`config.mk`:
```
export PLATFORM = sky130hd
export DESIGN_NAME = irq_seq
export DESIGN_NICKNAME = d
export VERILOG_FILES = /design/src/logic/irq_seq.v /design/src/logic/edge_pend.v
export VERILOG_INCLUDE_DIRS = /design/src /design/src/logic
export SDC_FILE = /design/constraint.sdc
export NUM_CORES = 1
export LEC_CHECK = 0
export BUFFER_PORTS_ARGS = -buffer_cell sky130_fd_sc_hd__buf_2
export CAP_MARGIN = 25
export CELL_PAD_IN_SITES_DETAIL_PLACEMENT = 0
export CELL_PAD_IN_SITES_GLOBAL_PLACEMENT = 1
export CORE_AREA = 3 3 146 148
export CTS_BUF_LIST = sky130_fd_sc_hd__clkbuf_4 sky130_fd_sc_hd__clkbuf_8 sky130_fd_sc_hd__clkbuf_16
export CTS_CLUSTER_SIZE = 40
export DETAILED_ROUTE_END_ITERATION = 7
export DIE_AREA = 0 0 149 151
export GPL_ROUTABILITY_DRIVEN = 0
export MAX_ROUTING_LAYER = met4
export PLACE_DENSITY_LB_ADDON = 0.25
export SYNTH_ARGS = -nofsm -noshare
export SYNTH_HDL_FRONTEND = slang
export SYNTH_SLANG_ARGS = --single-unit
```
`constraint.sdc`:
```
create_clock -name sys_clk -period 13.7 [get_ports sys_clk]
set_clock_uncertainty 0.1 [all_clocks]
set_input_delay 2.74 -clock sys_clk [delete_from_list [all_inputs] [get_ports sys_clk]]
set_output_delay 2.74 -clock sys_clk [all_outputs]
set_load 0.02 [all_outputs]
```
`src/logic/irq_seq_regs.vh`:
```
// Register offsets, field positions, reset values and sequence codes
// for the interrupt sequencer and external interrupt block.
// Assumes AXI4-Lite byte addressing with one 32-bit word per register.
`ifndef IRQ_SEQ_REGS_VH
`define IRQ_SEQ_REGS_VH

// Printed offsets are not all multiples of four: they are indexes.
`define IDX_EDGE_SELECT       8'hF2
`define IDX_PENDING           8'hF3
`define IDX_PAIR_PRIORITY     8'hF5
`define IDX_MASK              8'hF6
`define IDX_CENTRAL_CTRL      8'hE6
`define IDX_NEST_STACK        8'hF7
`define IDX_SEG_CTRL          8'hF8
`define IDX_VECTOR_PTR        8'hF9
`define IDX_SEQ_STATUS        8'hFA
// Central control fields.
`define CC_PRIO_LSB           0
`define CC_MODE_BIT           3
`define CC_ENABLE_BIT         4
// Segment control fields.
`define SEG_SAVE_BIT          0
`define SEG_A0_SRC_BIT        1
`define SEG_D0_SRC_BIT        2
// Reset values.
`define RST_PRIORITY          3'h7
`define RST_SEG_CTRL          3'h2
// Stack frame element codes for the core.
`define FRAME_PC_LO           2'h0
`define FRAME_PC_HI           2'h1
`define FRAME_CSEG            2'h2
`define FRAME_FLAGS           2'h3
// AXI responses.
`define RESP_OKAY             2'h0
`define RESP_SLVERR           2'h2

`endif

```
`src/logic/irq_seq.v`:
```
// Interrupt entry and return sequencer with eight external channels.
// Assumes the core raises irq_ret for return and pulses ei_op, and that
// it consumes one frame element per frame_ack while frame_valid is high.
// Functional notes
// RULE_01: Acknowledge clears global interrupt enable first.
// RULE_02: Push PC low, high, segment, flags; vector.
// RULE_03: Entry loads segment or substitutes vector segment.
// RULE_04: Return pops flags, segment, PC high, low; enable.
// RULE_05: Concurrent return switches fetch back to code segment.
// RULE_06: Pending requests wait until enable set again.
// RULE_07: Concurrent mode keeps no acknowledged priority.
// RULE_08: Software avoids enable op in concurrent routines.
// RULE_09: Concurrent nesting needs segment save or equality.
// RULE_10: Nested acknowledge sets stack bit at priority.
// RULE_11: Nested acknowledge loads request priority into current.
// RULE_12: Nested entry: disable, save, load, then pushes.
// RULE_13: Nested return restores priority from stack.
// RULE_14: Nested return keeps vector segment if still nested.
// RULE_15: Eight channels; only A0 and D0 have pins.
// RULE_16: Edge select: one rising, zero falling.
// RULE_17: Mask bit seven is A0, zero is D1.
// RULE_18: Pair priority: even channel even, odd next.
// RULE_19: A0 source pin when one, timer otherwise.
// RULE_20: D0 source pin when zero, clock unit otherwise.
// RULE_21: Acknowledge only priority strictly below current.
// RULE_22: Current priority resets to seven.
// RULE_23: Mode select clear concurrent, set nested.
// RULE_24: Restore takes lowest set stack bit, clears it.
//
// Register access over AXI4-Lite was left to the implementer.
`timescale 1ns/1ps
`include "irq_seq_regs.vh"

module irq_seq
(
	input  wire        sys_clk,
	input  wire        sys_rst,
	input  wire        clk_en,        // Low freezes all state.
	input  wire        s_axi_awvalid,
	output wire        s_axi_awready,
	input  wire [31:0] s_axi_awaddr,
	input  wire        s_axi_wvalid,
	output wire        s_axi_wready,
	input  wire [31:0] s_axi_wdata,
	input  wire [3:0]  s_axi_wstrb,
	output reg         s_axi_bvalid,
	input  wire        s_axi_bready,
	output reg  [1:0]  s_axi_bresp,
	input  wire        s_axi_arvalid,
	output wire        s_axi_arready,
	input  wire [31:0] s_axi_araddr,
	output reg         s_axi_rvalid,
	input  wire        s_axi_rready,
	output reg  [31:0] s_axi_rdata,
	output reg  [1:0]  s_axi_rresp,
	input  wire        ext_pin_zero,  // Asynchronous pin for A0.
	input  wire        ext_pin_six,   // Asynchronous pin for D0.
	input  wire        timer_irq,     // Same-clock timer request.
	input  wire        clock_ctrl_irq,// Same-clock clock unit request.
	input  wire        instr_boundary,// Core arbitration point pulse.
	input  wire        irq_ret,       // Core executes return, pulse.
	input  wire        ei_op,         // Core executes enable op, pulse.
	input  wire [15:0] pc_in,         // Program counter to save.
	input  wire [7:0]  flags_in,      // Flags to save.
	input  wire [7:0]  vector_segment,// Interrupt segment register.
	input  wire [7:0]  pop_data,      // Popped stack byte, with frame_ack.
	input  wire        frame_ack,     // Core took the frame element.
	output reg         frame_valid,   // Frame element offered.
	output reg         frame_push,    // One push, zero pop.
	output reg  [1:0]  frame_kind,    // Which element.
	output reg  [7:0]  frame_data,    // Pushed byte.
	output reg  [7:0]  vector_addr,   // Vector table byte address.
	output reg         vector_load,   // Pulse: load PC from vector.
	output reg  [15:0] ret_pc,        // Restored program counter.
	output reg         ret_done,      // Pulse: return finished.
	output reg  [7:0]  code_segment,  // Code segment register.
	output reg         use_vector_seg,// Fetch from vector segment.
	output reg         global_irq_enable
);

	localparam [5:0] ST_IDLE = 6'h01;  // Waiting for a request.
	localparam [5:0] ST_PUSH = 6'h02;  // Pushing the frame.
	localparam [5:0] ST_VECT = 6'h04;  // Issuing the vector.
	localparam [5:0] ST_POP  = 6'h08;  // Popping the frame.
	localparam [5:0] ST_DONE = 6'h10;  // Finishing the return.
	localparam [5:0] ST_RSVD = 6'h20;  // Unused code.

	reg  [5:0] state;            // Sequencer state.
	reg  [1:0] step;             // Current frame element.
	reg  [2:0] current_priority; // Running routine priority.
	reg        arb_mode;         // Zero concurrent, one nested.
	reg  [7:0] nest_stack;       // One bit per saved level.
	reg  [7:0] edge_sel;         // Edge select per channel.
	reg  [7:0] mask_bits;        // Bit 7 is A0, bit 0 is D1.
	reg  [7:0] pair_prio;        // Pair levels in bits 7:6..1:0.
	reg  [2:0] seg_ctrl;         // Save, A0 source, D0 source.
	reg  [6:0] vector_pointer;   // Base vector, bit 0 per channel.
	reg  [2:0] ack_chan;         // Channel taken.
	reg  [7:0] saved_cseg;       // Code segment while pushing.
	reg  [1:0] pin_s0;           // First synchroniser stage.
	reg  [1:0] pin_s1;           // Second synchroniser stage.
	wire [7:0] pend;             // Pending flags, index 0 is A0.
	wire [7:0] src;              // Channel sources.
	reg  [7:0] ack_clr;          // Clear pulse on acknowledge.
	reg  [2:0] best_prio;        // Winning priority.
	reg  [2:0] best_chan;        // Winning channel.
	reg        best_ok;          // Any unmasked pending request.
	reg  [2:0] rest_lvl;         // Level to restore.
	reg  [7:0] pend_wval;        // Software pending write value.
	reg        pend_wr;          // Software pending write strobe.
	integer    i;                // Loop index.

	// Both pins cross into sys_clk through two flip-flops.
	always @(posedge sys_clk or posedge sys_rst)
	begin
		if (sys_rst)
		begin
			pin_s0 <= 2'h0;
			pin_s1 <= 2'h0;
		end
		else if (clk_en)
		begin
			pin_s0 <= {ext_pin_six, ext_pin_zero};
			pin_s1 <= pin_s0;
		end
	end

	// Source routing; the other six channels have no source here.
	assign src[0] = seg_ctrl[`SEG_A0_SRC_BIT] ? // RULE_19 RULE_15
	                pin_s1[0] : timer_irq;
	assign src[6] = seg_ctrl[`SEG_D0_SRC_BIT] ? // RULE_20 RULE_15
	                clock_ctrl_irq : pin_s1[1];
	assign src[1] = 1'b0;
	assign src[5:2] = 4'h0;
	assign src[7] = 1'b0;

	// Channel index c uses edge bit c and mask bit 7-c.
	genvar g;
	generate
		for (g = 0; g < 8; g = g + 1)
		begin : chan
			edge_pend u_ch
			(
				.sys_clk (sys_clk),
				.sys_rst (sys_rst),
				.clk_en  (clk_en),
				.src     (src[g]),
				.rising  (edge_sel[g]), // RULE_16
				.sw_wr   (pend_wr),
				.sw_val  (pend_wval[g]),
				.hw_clr  (ack_clr[g]),
				.pend    (pend[g])
			);
		end
	endgenerate

	// Arbitration picks the lowest level; lower index breaks ties.
	always @*
	begin
		best_prio = 3'h7;
		best_chan = 3'h0;
		best_ok   = 1'b0;
		for (i = 7; i >= 0; i = i - 1)
			if (pend[i] && mask_bits[7-i] && // RULE_17
			    {pair_prio[7-2*(i/2) -: 2], i[0]} <= best_prio) // RULE_18
			begin
				best_prio = {pair_prio[7-2*(i/2) -: 2], i[0]};
				best_chan = i[2:0];
				best_ok   = 1'b1;
			end
	end

	// Lowest set bit of the nesting stack is the level to restore.
	always @*
	begin
		rest_lvl = 3'h7;
		for (i = 7; i >= 0; i = i - 1)
			if (nest_stack[i])
				rest_lvl = i[2:0]; // RULE_24
	end

	// AXI slave: address and data taken together when both present.
	// Ready stays low while frozen, so no transfer is lost then.
	wire wr_go = clk_en && s_axi_awvalid && s_axi_wvalid && !s_axi_bvalid;
	wire rd_go = clk_en && s_axi_arvalid && !s_axi_rvalid;
	wire [7:0] widx = s_axi_awaddr[9:2];
	wire [7:0] ridx = s_axi_araddr[9:2];
	wire       wlo  = s_axi_wstrb[0];
	assign s_axi_awready = wr_go;
	assign s_axi_wready  = wr_go;
	assign s_axi_arready = rd_go;

	// Software write to the pending register, else a hardware ack clear.
	always @*
	begin
		pend_wr   = clk_en && wr_go && wlo && widx == `IDX_PENDING;
		pend_wval = s_axi_wdata[7:0];
		ack_clr   = 8'h00;
		if (state == ST_IDLE && clk_en && instr_boundary && global_irq_enable
		    && best_ok && best_prio < current_priority)
			ack_clr[best_chan] = 1'b1;
	end

	// Register writes, responses and the interrupt sequence share one
	// process because the sequence also updates software-visible state.
	always @(posedge sys_clk or posedge sys_rst)
	begin
		if (sys_rst)
		begin
			s_axi_bvalid <= 1'b0;
			s_axi_bresp  <= `RESP_OKAY;
			s_axi_rvalid <= 1'b0;
			s_axi_rdata  <= 32'h0000_0000;
			s_axi_rresp  <= `RESP_OKAY;
			edge_sel     <= 8'h00;
			mask_bits    <= 8'h00;
			pair_prio    <= 8'h00;
			seg_ctrl     <= `RST_SEG_CTRL;
			vector_pointer <= 7'h00;
			current_priority <= `RST_PRIORITY; // RULE_22
			arb_mode     <= 1'b0; // RULE_23
			global_irq_enable <= 1'b0;
			nest_stack   <= 8'h00;
			state        <= ST_IDLE;
			step         <= 2'h0;
			ack_chan     <= 3'h0;
			saved_cseg   <= 8'h00;
			frame_valid  <= 1'b0;
			frame_push   <= 1'b0;
			frame_kind   <= `FRAME_PC_LO;
			frame_data   <= 8'h00;
			vector_addr  <= 8'h00;
			vector_load  <= 1'b0;
			ret_pc       <= 16'h0000;
			ret_done     <= 1'b0;
			code_segment <= 8'h00;
			use_vector_seg <= 1'b0;
		end
		else if (clk_en)
		begin
			vector_load <= 1'b0;
			ret_done    <= 1'b0;
			if (s_axi_bvalid && s_axi_bready)
				s_axi_bvalid <= 1'b0;
			if (s_axi_rvalid && s_axi_rready)
				s_axi_rvalid <= 1'b0;
			// Enable op sets enable; pending requests wait for it.
			if (ei_op)
				global_irq_enable <= 1'b1; // RULE_06
			if (wr_go)
			begin
				s_axi_bvalid <= 1'b1;
				s_axi_bresp  <= `RESP_OKAY;
				if (wlo)
					case (widx)
					`IDX_EDGE_SELECT:   edge_sel  <= s_axi_wdata[7:0];
					`IDX_PAIR_PRIORITY: pair_prio <= s_axi_wdata[7:0];
					`IDX_MASK:          mask_bits <= s_axi_wdata[7:0];
					`IDX_SEG_CTRL:      seg_ctrl  <= s_axi_wdata[2:0];
					`IDX_VECTOR_PTR:    vector_pointer <= s_axi_wdata[7:1];
					`IDX_NEST_STACK:    nest_stack <= s_axi_wdata[7:0];
					`IDX_CENTRAL_CTRL:
					begin
						current_priority <= s_axi_wdata[2:0];
						arb_mode <= s_axi_wdata[`CC_MODE_BIT];
						global_irq_enable <= s_axi_wdata[`CC_ENABLE_BIT];
					end
					`IDX_PENDING, `IDX_SEQ_STATUS: ;
					default: s_axi_bresp <= `RESP_SLVERR;
					endcase
			end
			if (rd_go)
			begin
				s_axi_rvalid <= 1'b1;
				s_axi_rresp  <= `RESP_OKAY;
				case (ridx)
				`IDX_EDGE_SELECT:   s_axi_rdata <= {24'h00_0000, edge_sel};
				`IDX_PENDING:       s_axi_rdata <= {24'h00_0000, pend};
				`IDX_PAIR_PRIORITY: s_axi_rdata <= {24'h00_0000, pair_prio};
				`IDX_MASK:          s_axi_rdata <= {24'h00_0000, mask_bits};
				`IDX_SEG_CTRL:      s_axi_rdata <= {29'h0000_0000, seg_ctrl};
				`IDX_VECTOR_PTR:
					s_axi_rdata <= {24'h00_0000, vector_pointer, 1'b0};
				`IDX_NEST_STACK:    s_axi_rdata <= {24'h00_0000, nest_stack};
				`IDX_CENTRAL_CTRL:
					s_axi_rdata <= {27'h000_0000, global_irq_enable,
					                arb_mode, current_priority};
				`IDX_SEQ_STATUS:
					s_axi_rdata <= {24'h00_0000, use_vector_seg,
					                1'b0, state};
				default:
				begin
					s_axi_rdata <= 32'h0000_0000;
					s_axi_rresp <= `RESP_SLVERR;
				end
				endcase
			end
			case (state)
			ST_IDLE:
			begin
				if (ack_clr != 8'h00) // RULE_21
				begin
					global_irq_enable <= 1'b0; // RULE_01 RULE_12
					if (arb_mode)
					begin
						nest_stack[current_priority] <= 1'b1; // RULE_10
						current_priority <= best_prio; // RULE_11
					end
					// Concurrent mode keeps no record of best_prio.
					ack_chan    <= best_chan; // RULE_07
					saved_cseg  <= code_segment;
					frame_valid <= 1'b1;
					frame_push  <= 1'b1;
					frame_kind  <= `FRAME_PC_LO;
					frame_data  <= pc_in[7:0];
					step        <= `FRAME_PC_LO;
					state       <= ST_PUSH;
				end
				else if (irq_ret)
				begin
					frame_valid <= 1'b1;
					frame_push  <= 1'b0;
					frame_kind  <= `FRAME_FLAGS;
					step        <= `FRAME_FLAGS;
					state       <= ST_POP;
				end
			end
			ST_PUSH:
			begin
				// Order: PC low, PC high, segment if saved, flags.
				if (frame_ack) // RULE_02
				begin
					case (step)
					`FRAME_PC_LO:
					begin
						step <= `FRAME_PC_HI;
						frame_kind <= `FRAME_PC_HI;
						frame_data <= pc_in[15:8];
					end
					`FRAME_PC_HI:
					begin
						step <= seg_ctrl[`SEG_SAVE_BIT] ?
						        `FRAME_CSEG : `FRAME_FLAGS;
						frame_kind <= seg_ctrl[`SEG_SAVE_BIT] ?
						        `FRAME_CSEG : `FRAME_FLAGS;
						frame_data <= seg_ctrl[`SEG_SAVE_BIT] ?
						        saved_cseg : flags_in;
					end
					`FRAME_CSEG:
					begin
						step <= `FRAME_FLAGS;
						frame_kind <= `FRAME_FLAGS;
						frame_data <= flags_in;
					end
					default:
					begin
						frame_valid <= 1'b0;
						state <= ST_VECT;
					end
					endcase
				end
			end
			ST_VECT:
			begin
				vector_addr <= {vector_pointer, ack_chan[0]};
				vector_load <= 1'b1; // RULE_02
				if (seg_ctrl[`SEG_SAVE_BIT])
					code_segment <= vector_segment; // RULE_03
				else
					use_vector_seg <= 1'b1; // RULE_03
				state <= ST_IDLE;
			end
			ST_POP:
			begin
				// Order: flags, segment if saved, PC high, PC low.
				if (frame_ack) // RULE_04
				begin
					case (step)
					`FRAME_FLAGS:
					begin
						step <= seg_ctrl[`SEG_SAVE_BIT] ?
						        `FRAME_CSEG : `FRAME_PC_HI;
						frame_kind <= seg_ctrl[`SEG_SAVE_BIT] ?
						        `FRAME_CSEG : `FRAME_PC_HI;
					end
					`FRAME_CSEG:
					begin
						code_segment <= pop_data;
						step <= `FRAME_PC_HI;
						frame_kind <= `FRAME_PC_HI;
					end
					`FRAME_PC_HI:
					begin
						ret_pc[15:8] <= pop_data;
						step <= `FRAME_PC_LO;
						frame_kind <= `FRAME_PC_LO;
					end
					default:
					begin
						ret_pc[7:0] <= pop_data;
						frame_valid <= 1'b0;
						state <= ST_DONE;
					end
					endcase
				end
			end
			ST_DONE:
			begin
				global_irq_enable <= 1'b1; // RULE_04
				ret_done <= 1'b1;
				if (arb_mode)
				begin
					current_priority <= rest_lvl; // RULE_13
					nest_stack[rest_lvl] <= 1'b0; // RULE_24
					// Stay on vector segment if returning into a routine.
					if (rest_lvl == 3'h7)
						use_vector_seg <= 1'b0; // RULE_14
				end
				else
					use_vector_seg <= 1'b0; // RULE_05
				state <= ST_IDLE;
			end
			default: state <= ST_IDLE;
			endcase
		end
	end

endmodule

```
`src/logic/edge_pend.v`:
```
// One external interrupt channel: edge detector and pending flag.
// Assumes its input is already synchronised to sys_clk.
`timescale 1ns/1ps

module edge_pend
(
	input  wire sys_clk,
	input  wire sys_rst,
	input  wire clk_en,
	input  wire src,       // Synchronised source level.
	input  wire rising,    // One selects rising edges, zero falling.
	input  wire sw_wr,     // Software writes the pending bit.
	input  wire sw_val,    // Value written by software.
	input  wire hw_clr,    // Acknowledge clears the pending bit.
	output reg  pend       // Pending flag.
);

	reg  src_d;            // Previous source level for edge detection.
	wire hit;              // Selected edge seen this cycle.

	assign hit = rising ? (src & ~src_d) : (~src & src_d);

	// The edge wins over any clear in the same cycle, so no event is lost.
	always @(posedge sys_clk or posedge sys_rst)
	begin
		if (sys_rst)
		begin
			src_d <= 1'b0;
			pend  <= 1'b0;
		end
		else if (clk_en)
		begin
			src_d <= src;
			if (hit)
				pend <= 1'b1;
			else if (sw_wr)
				pend <= sw_val;
			else if (hw_clr)
				pend <= 1'b0;
		end
	end

endmodule

```
==> summary.md <==
| Metric | Value |
|---|---|
| Final setup viols | 0 |
| # Max-Cap Violations | 0 |
| Max stage delay on crit path | 0.74 ns |
| Async SR Flop Fraction | 100% |
| Worst Setup Path Type | flip-flop to flip-flop |
| Core Util, Final | 46.1% |
| Met2 Usage GRT | 32.3% |
| Min-Delay Path Class | flip-flop to flip-flop |
| Initial antenna violation count | 0 |
| Synth Area per Inst | 9.61 µm² |
| Most common cell in the netlist | dfrtp_1 |
| Port bufs | 143 |
| CTS buffer count | 17 |
| Clock Path Buffers | 2 |
| Busiest grt layer | met2 |
| Gr ovfl total | 0 |
| Setup Fix Bufs, Post-CTS | 0 |
| WP data required | 13.90 ns |
| Synthesized cell area | 7800 µm² |
| Diodes inserted | 0 |
| Die area | ~22,000 µm² |
| Post-synth top cells | dfrtp_1, nand2_1, mux2_2 |
| Placed Cells incl. Taps | about 1,200 |
| CTS clk-pin slew, worst paths | approximately 0.060 ns |
| Met1 usage | 29.1% |
| Synth unique cells | between 60 and 70 |
| Clock Root Buffer | clkbuf_16 |
| Vias per inst | around 5.4 |
| Tot GR Track Use | 21.2% |
| Final period util | 83.2% |
| Largest net degree at the start of global routing | 75 |
| Routed len/inst | roughly 19 µm |
| WP buf/inv | 3 |
| Final nets | 1,112 |
| Global-route track usage on met3 | just under 4% |
| Fin crit period | between 10 and 15 ns |
| 1st-iter DRT viols | 481 |
| Routed Wire Length | between 20,000 and 25,000 µm |
| Die H | about 150 µm |
| Outcome | finished clean |
| Core Footprint | 20,200 µm² |
| Via count | 6,621 |
| FMAX | 0.0878 GHz |
| Sequential element share of the synthesized area | 43.1% |
| Slowest cell on crit path | a221oi_1 |
| CP max FO | 17 |
| Yosys reg bits | between 100 and 150 |
| Worst skew pair latency | between 0.4 and 0.5 ns |
| Leakage power | 4.62 nW |
| Area leader, netlist | dfrtp_1 |
| Finished Layout Cells | 1,222 |
| Post-cts resize count | 0 |
| # H-tree levels | 4 |
| Row count | 52 |
| Chip width | approximately 150 µm |
| Power Dens Cells | 132 nW/µm² |
| Endpoints failing hold | 0 |
| First-pass GRT wire length | 35,700 µm |
| Main synth FF type | dfrtp_1 |
| Post-synth top area share | 41.4% |
| Synthesis Warnings | 0 |
| I/O pins | approximately 250 |
| Critical Path Source Type | flip-flop |
| Peak supply drop | 0.0923 mV |
| Initial Util | 38.7% |
| Post-Route Setup TNS | 0 ns |
| Dpl hpwl | about 17,000 µm |
| Unrepaired setup endpoints after global routing | no |
| Pwr Total | 0.00123 W |
| # clock sinks | 134 |
| Cells after Synth | 811 |
| Crit-path leading delay family | compound AO/OA/AOI/OAI gates |
| Worst path most repeated cell | ha_1 |
| Layout cell share with drive strength beyond 1 | 29.9% |
| Max_slew headroom | 44.2% |
| Antenna Nets Post-Route | 0 |
| CP arrival | 11.59 ns |
| TritonCTS clock tree | done |
| Hold_ws | 0.372 ns |
| Vias in the first global route | ~6,300 |
| Top cells by area, synth | dfrtp_1, mux2_2, nand2_1 |
| Drt first pass iters | 5 |
| Area Overhead vs Synth | 19.4% |
| # DRC | 0 |
| Post-CTS Hold Fix Bufs | 0 |
| Critical path endpoint category | flip-flop |
| Final Slew Violations | 0 |
| Worst Tran Pin Value | around 0.83 ns |
| Post-synth EDFFs | 0 |
## final timing paths
kind / start / end / slack [ns] / cells past startpoint
max: mask_bits[1]$_DFFE_PP0P_ / frame_data[4]$_DFFE_PP0P_ / 2.31 / 44
min: s_axi_rresp[1]$_DFFE_PP0P_ / s_axi_rresp[1]$_DFFE_PP0P_ / 0.37 / 2
max reg2reg: mask_bits[1]$_DFFE_PP0P_ / frame_data[4]$_DFFE_PP0P_ / 2.31 / 44
min reg2reg: s_axi_rresp[1]$_DFFE_PP0P_ / s_axi_rresp[1]$_DFFE_PP0P_ / 0.37 / 2
max in group asynchronous: sys_rst / state[0]$_DFFE_PP1P_ / 10.24 / 4
min in group asynchronous: sys_rst / pin_s0[1]$_DFFE_PP0P_ / 2.28 / 2
## layer usage
metal / wire, µm / up-vias
met5: 0 / -
met4: 425 / 0
met3: 1500 / 31
met2: 10800 / 220
met1: 10600 / 3217
li1: - / 3153
## per-stage QoR
step	instance area, µm²	worst slack [ns]
after global routing	9310	1.54
after global placement	8640	2.45
after detailed placement	8640	2.42
after CTS	9270	2.39
after floorplan	7890	4.23
final	9310	2.31
## final cells by class
| type | count | area [µm²] |
|---|---|---|
| clock inverter | 11 | 174 |
| multi-input combinational | 615 | 4110 |
| inverter | 22 | 87.6 |
| fill | 1986 | 10900 |
| sequential | 134 | 3360 |
| clock buffer | 21 | 462 |
| tap | 270 | 338 |
| timing repair buffer | 149 | 781 |
## registers in the layout, indices dropped and copies added (netlist names), 2 cells and up
name,flops
code_segment,8
vector_addr,8
frame_data,8
chan.u_ch.src_d,2
vector_pointer,7
pin_s0,2
s_axi_rdata,8
current_priority,3
pin_s1,2
pair_prio,8
chan.u_ch.pend,8
seg_ctrl,3
state,5
step,2
ret_pc,16
saved_cseg,8
mask_bits,8
nest_stack,8
edge_sel,8
## where the power goes
part,switching (W),internal [W]
sequential,0.0000358,0.000433
combinational,0.000171,0.0000965
clock,0.000174,0.000316
## placed cells by master, fill, tap and decap left out, types with 10 or more instances in the layout
cell type	Yosys	routed
clkbuf_16	0	17
nand2_1	111	111
a31oi_1	21	21
nand3_1	22	22
nor2_1	55	55
nand3b_1	10	10
mux2i_1	30	30
o21ai_0	50	50
buf_2	2	143
nand4_1	12	12
conb_1	1	26
a21oi_1	41	41
inv_1	22	21
mux2_2	85	85
dfrtp_1	129	129
ha_1	17	17
## kinds of logic (layout without fill, tap and decap cells)
group / Yosys count / after routing / synth area share (%)
other: 1 / 26 / 0.0481
buffers and inverters: 87 / 203 / 5.52
AND/OR/NAND/NOR: 265 / 265 / 16.3
flip-flops: 134 / 134 / 43.1
multiplexers: 116 / 116 / 16.3
AO/OA/AOI/OAI: 191 / 191 / 16.0
adder cells (fa/ha/maj): 17 / 17 / 2.73
## tightest hold or removal path, delay by kind of cell, from the launching register on
family	cells	cell delay [ns]
AND/OR/NAND/NOR	1	0.05
AO/OA/AOI/OAI	1	0.05
flip-flops	1	0.34
No activity file was read; power rests on OpenSTA's default activity.
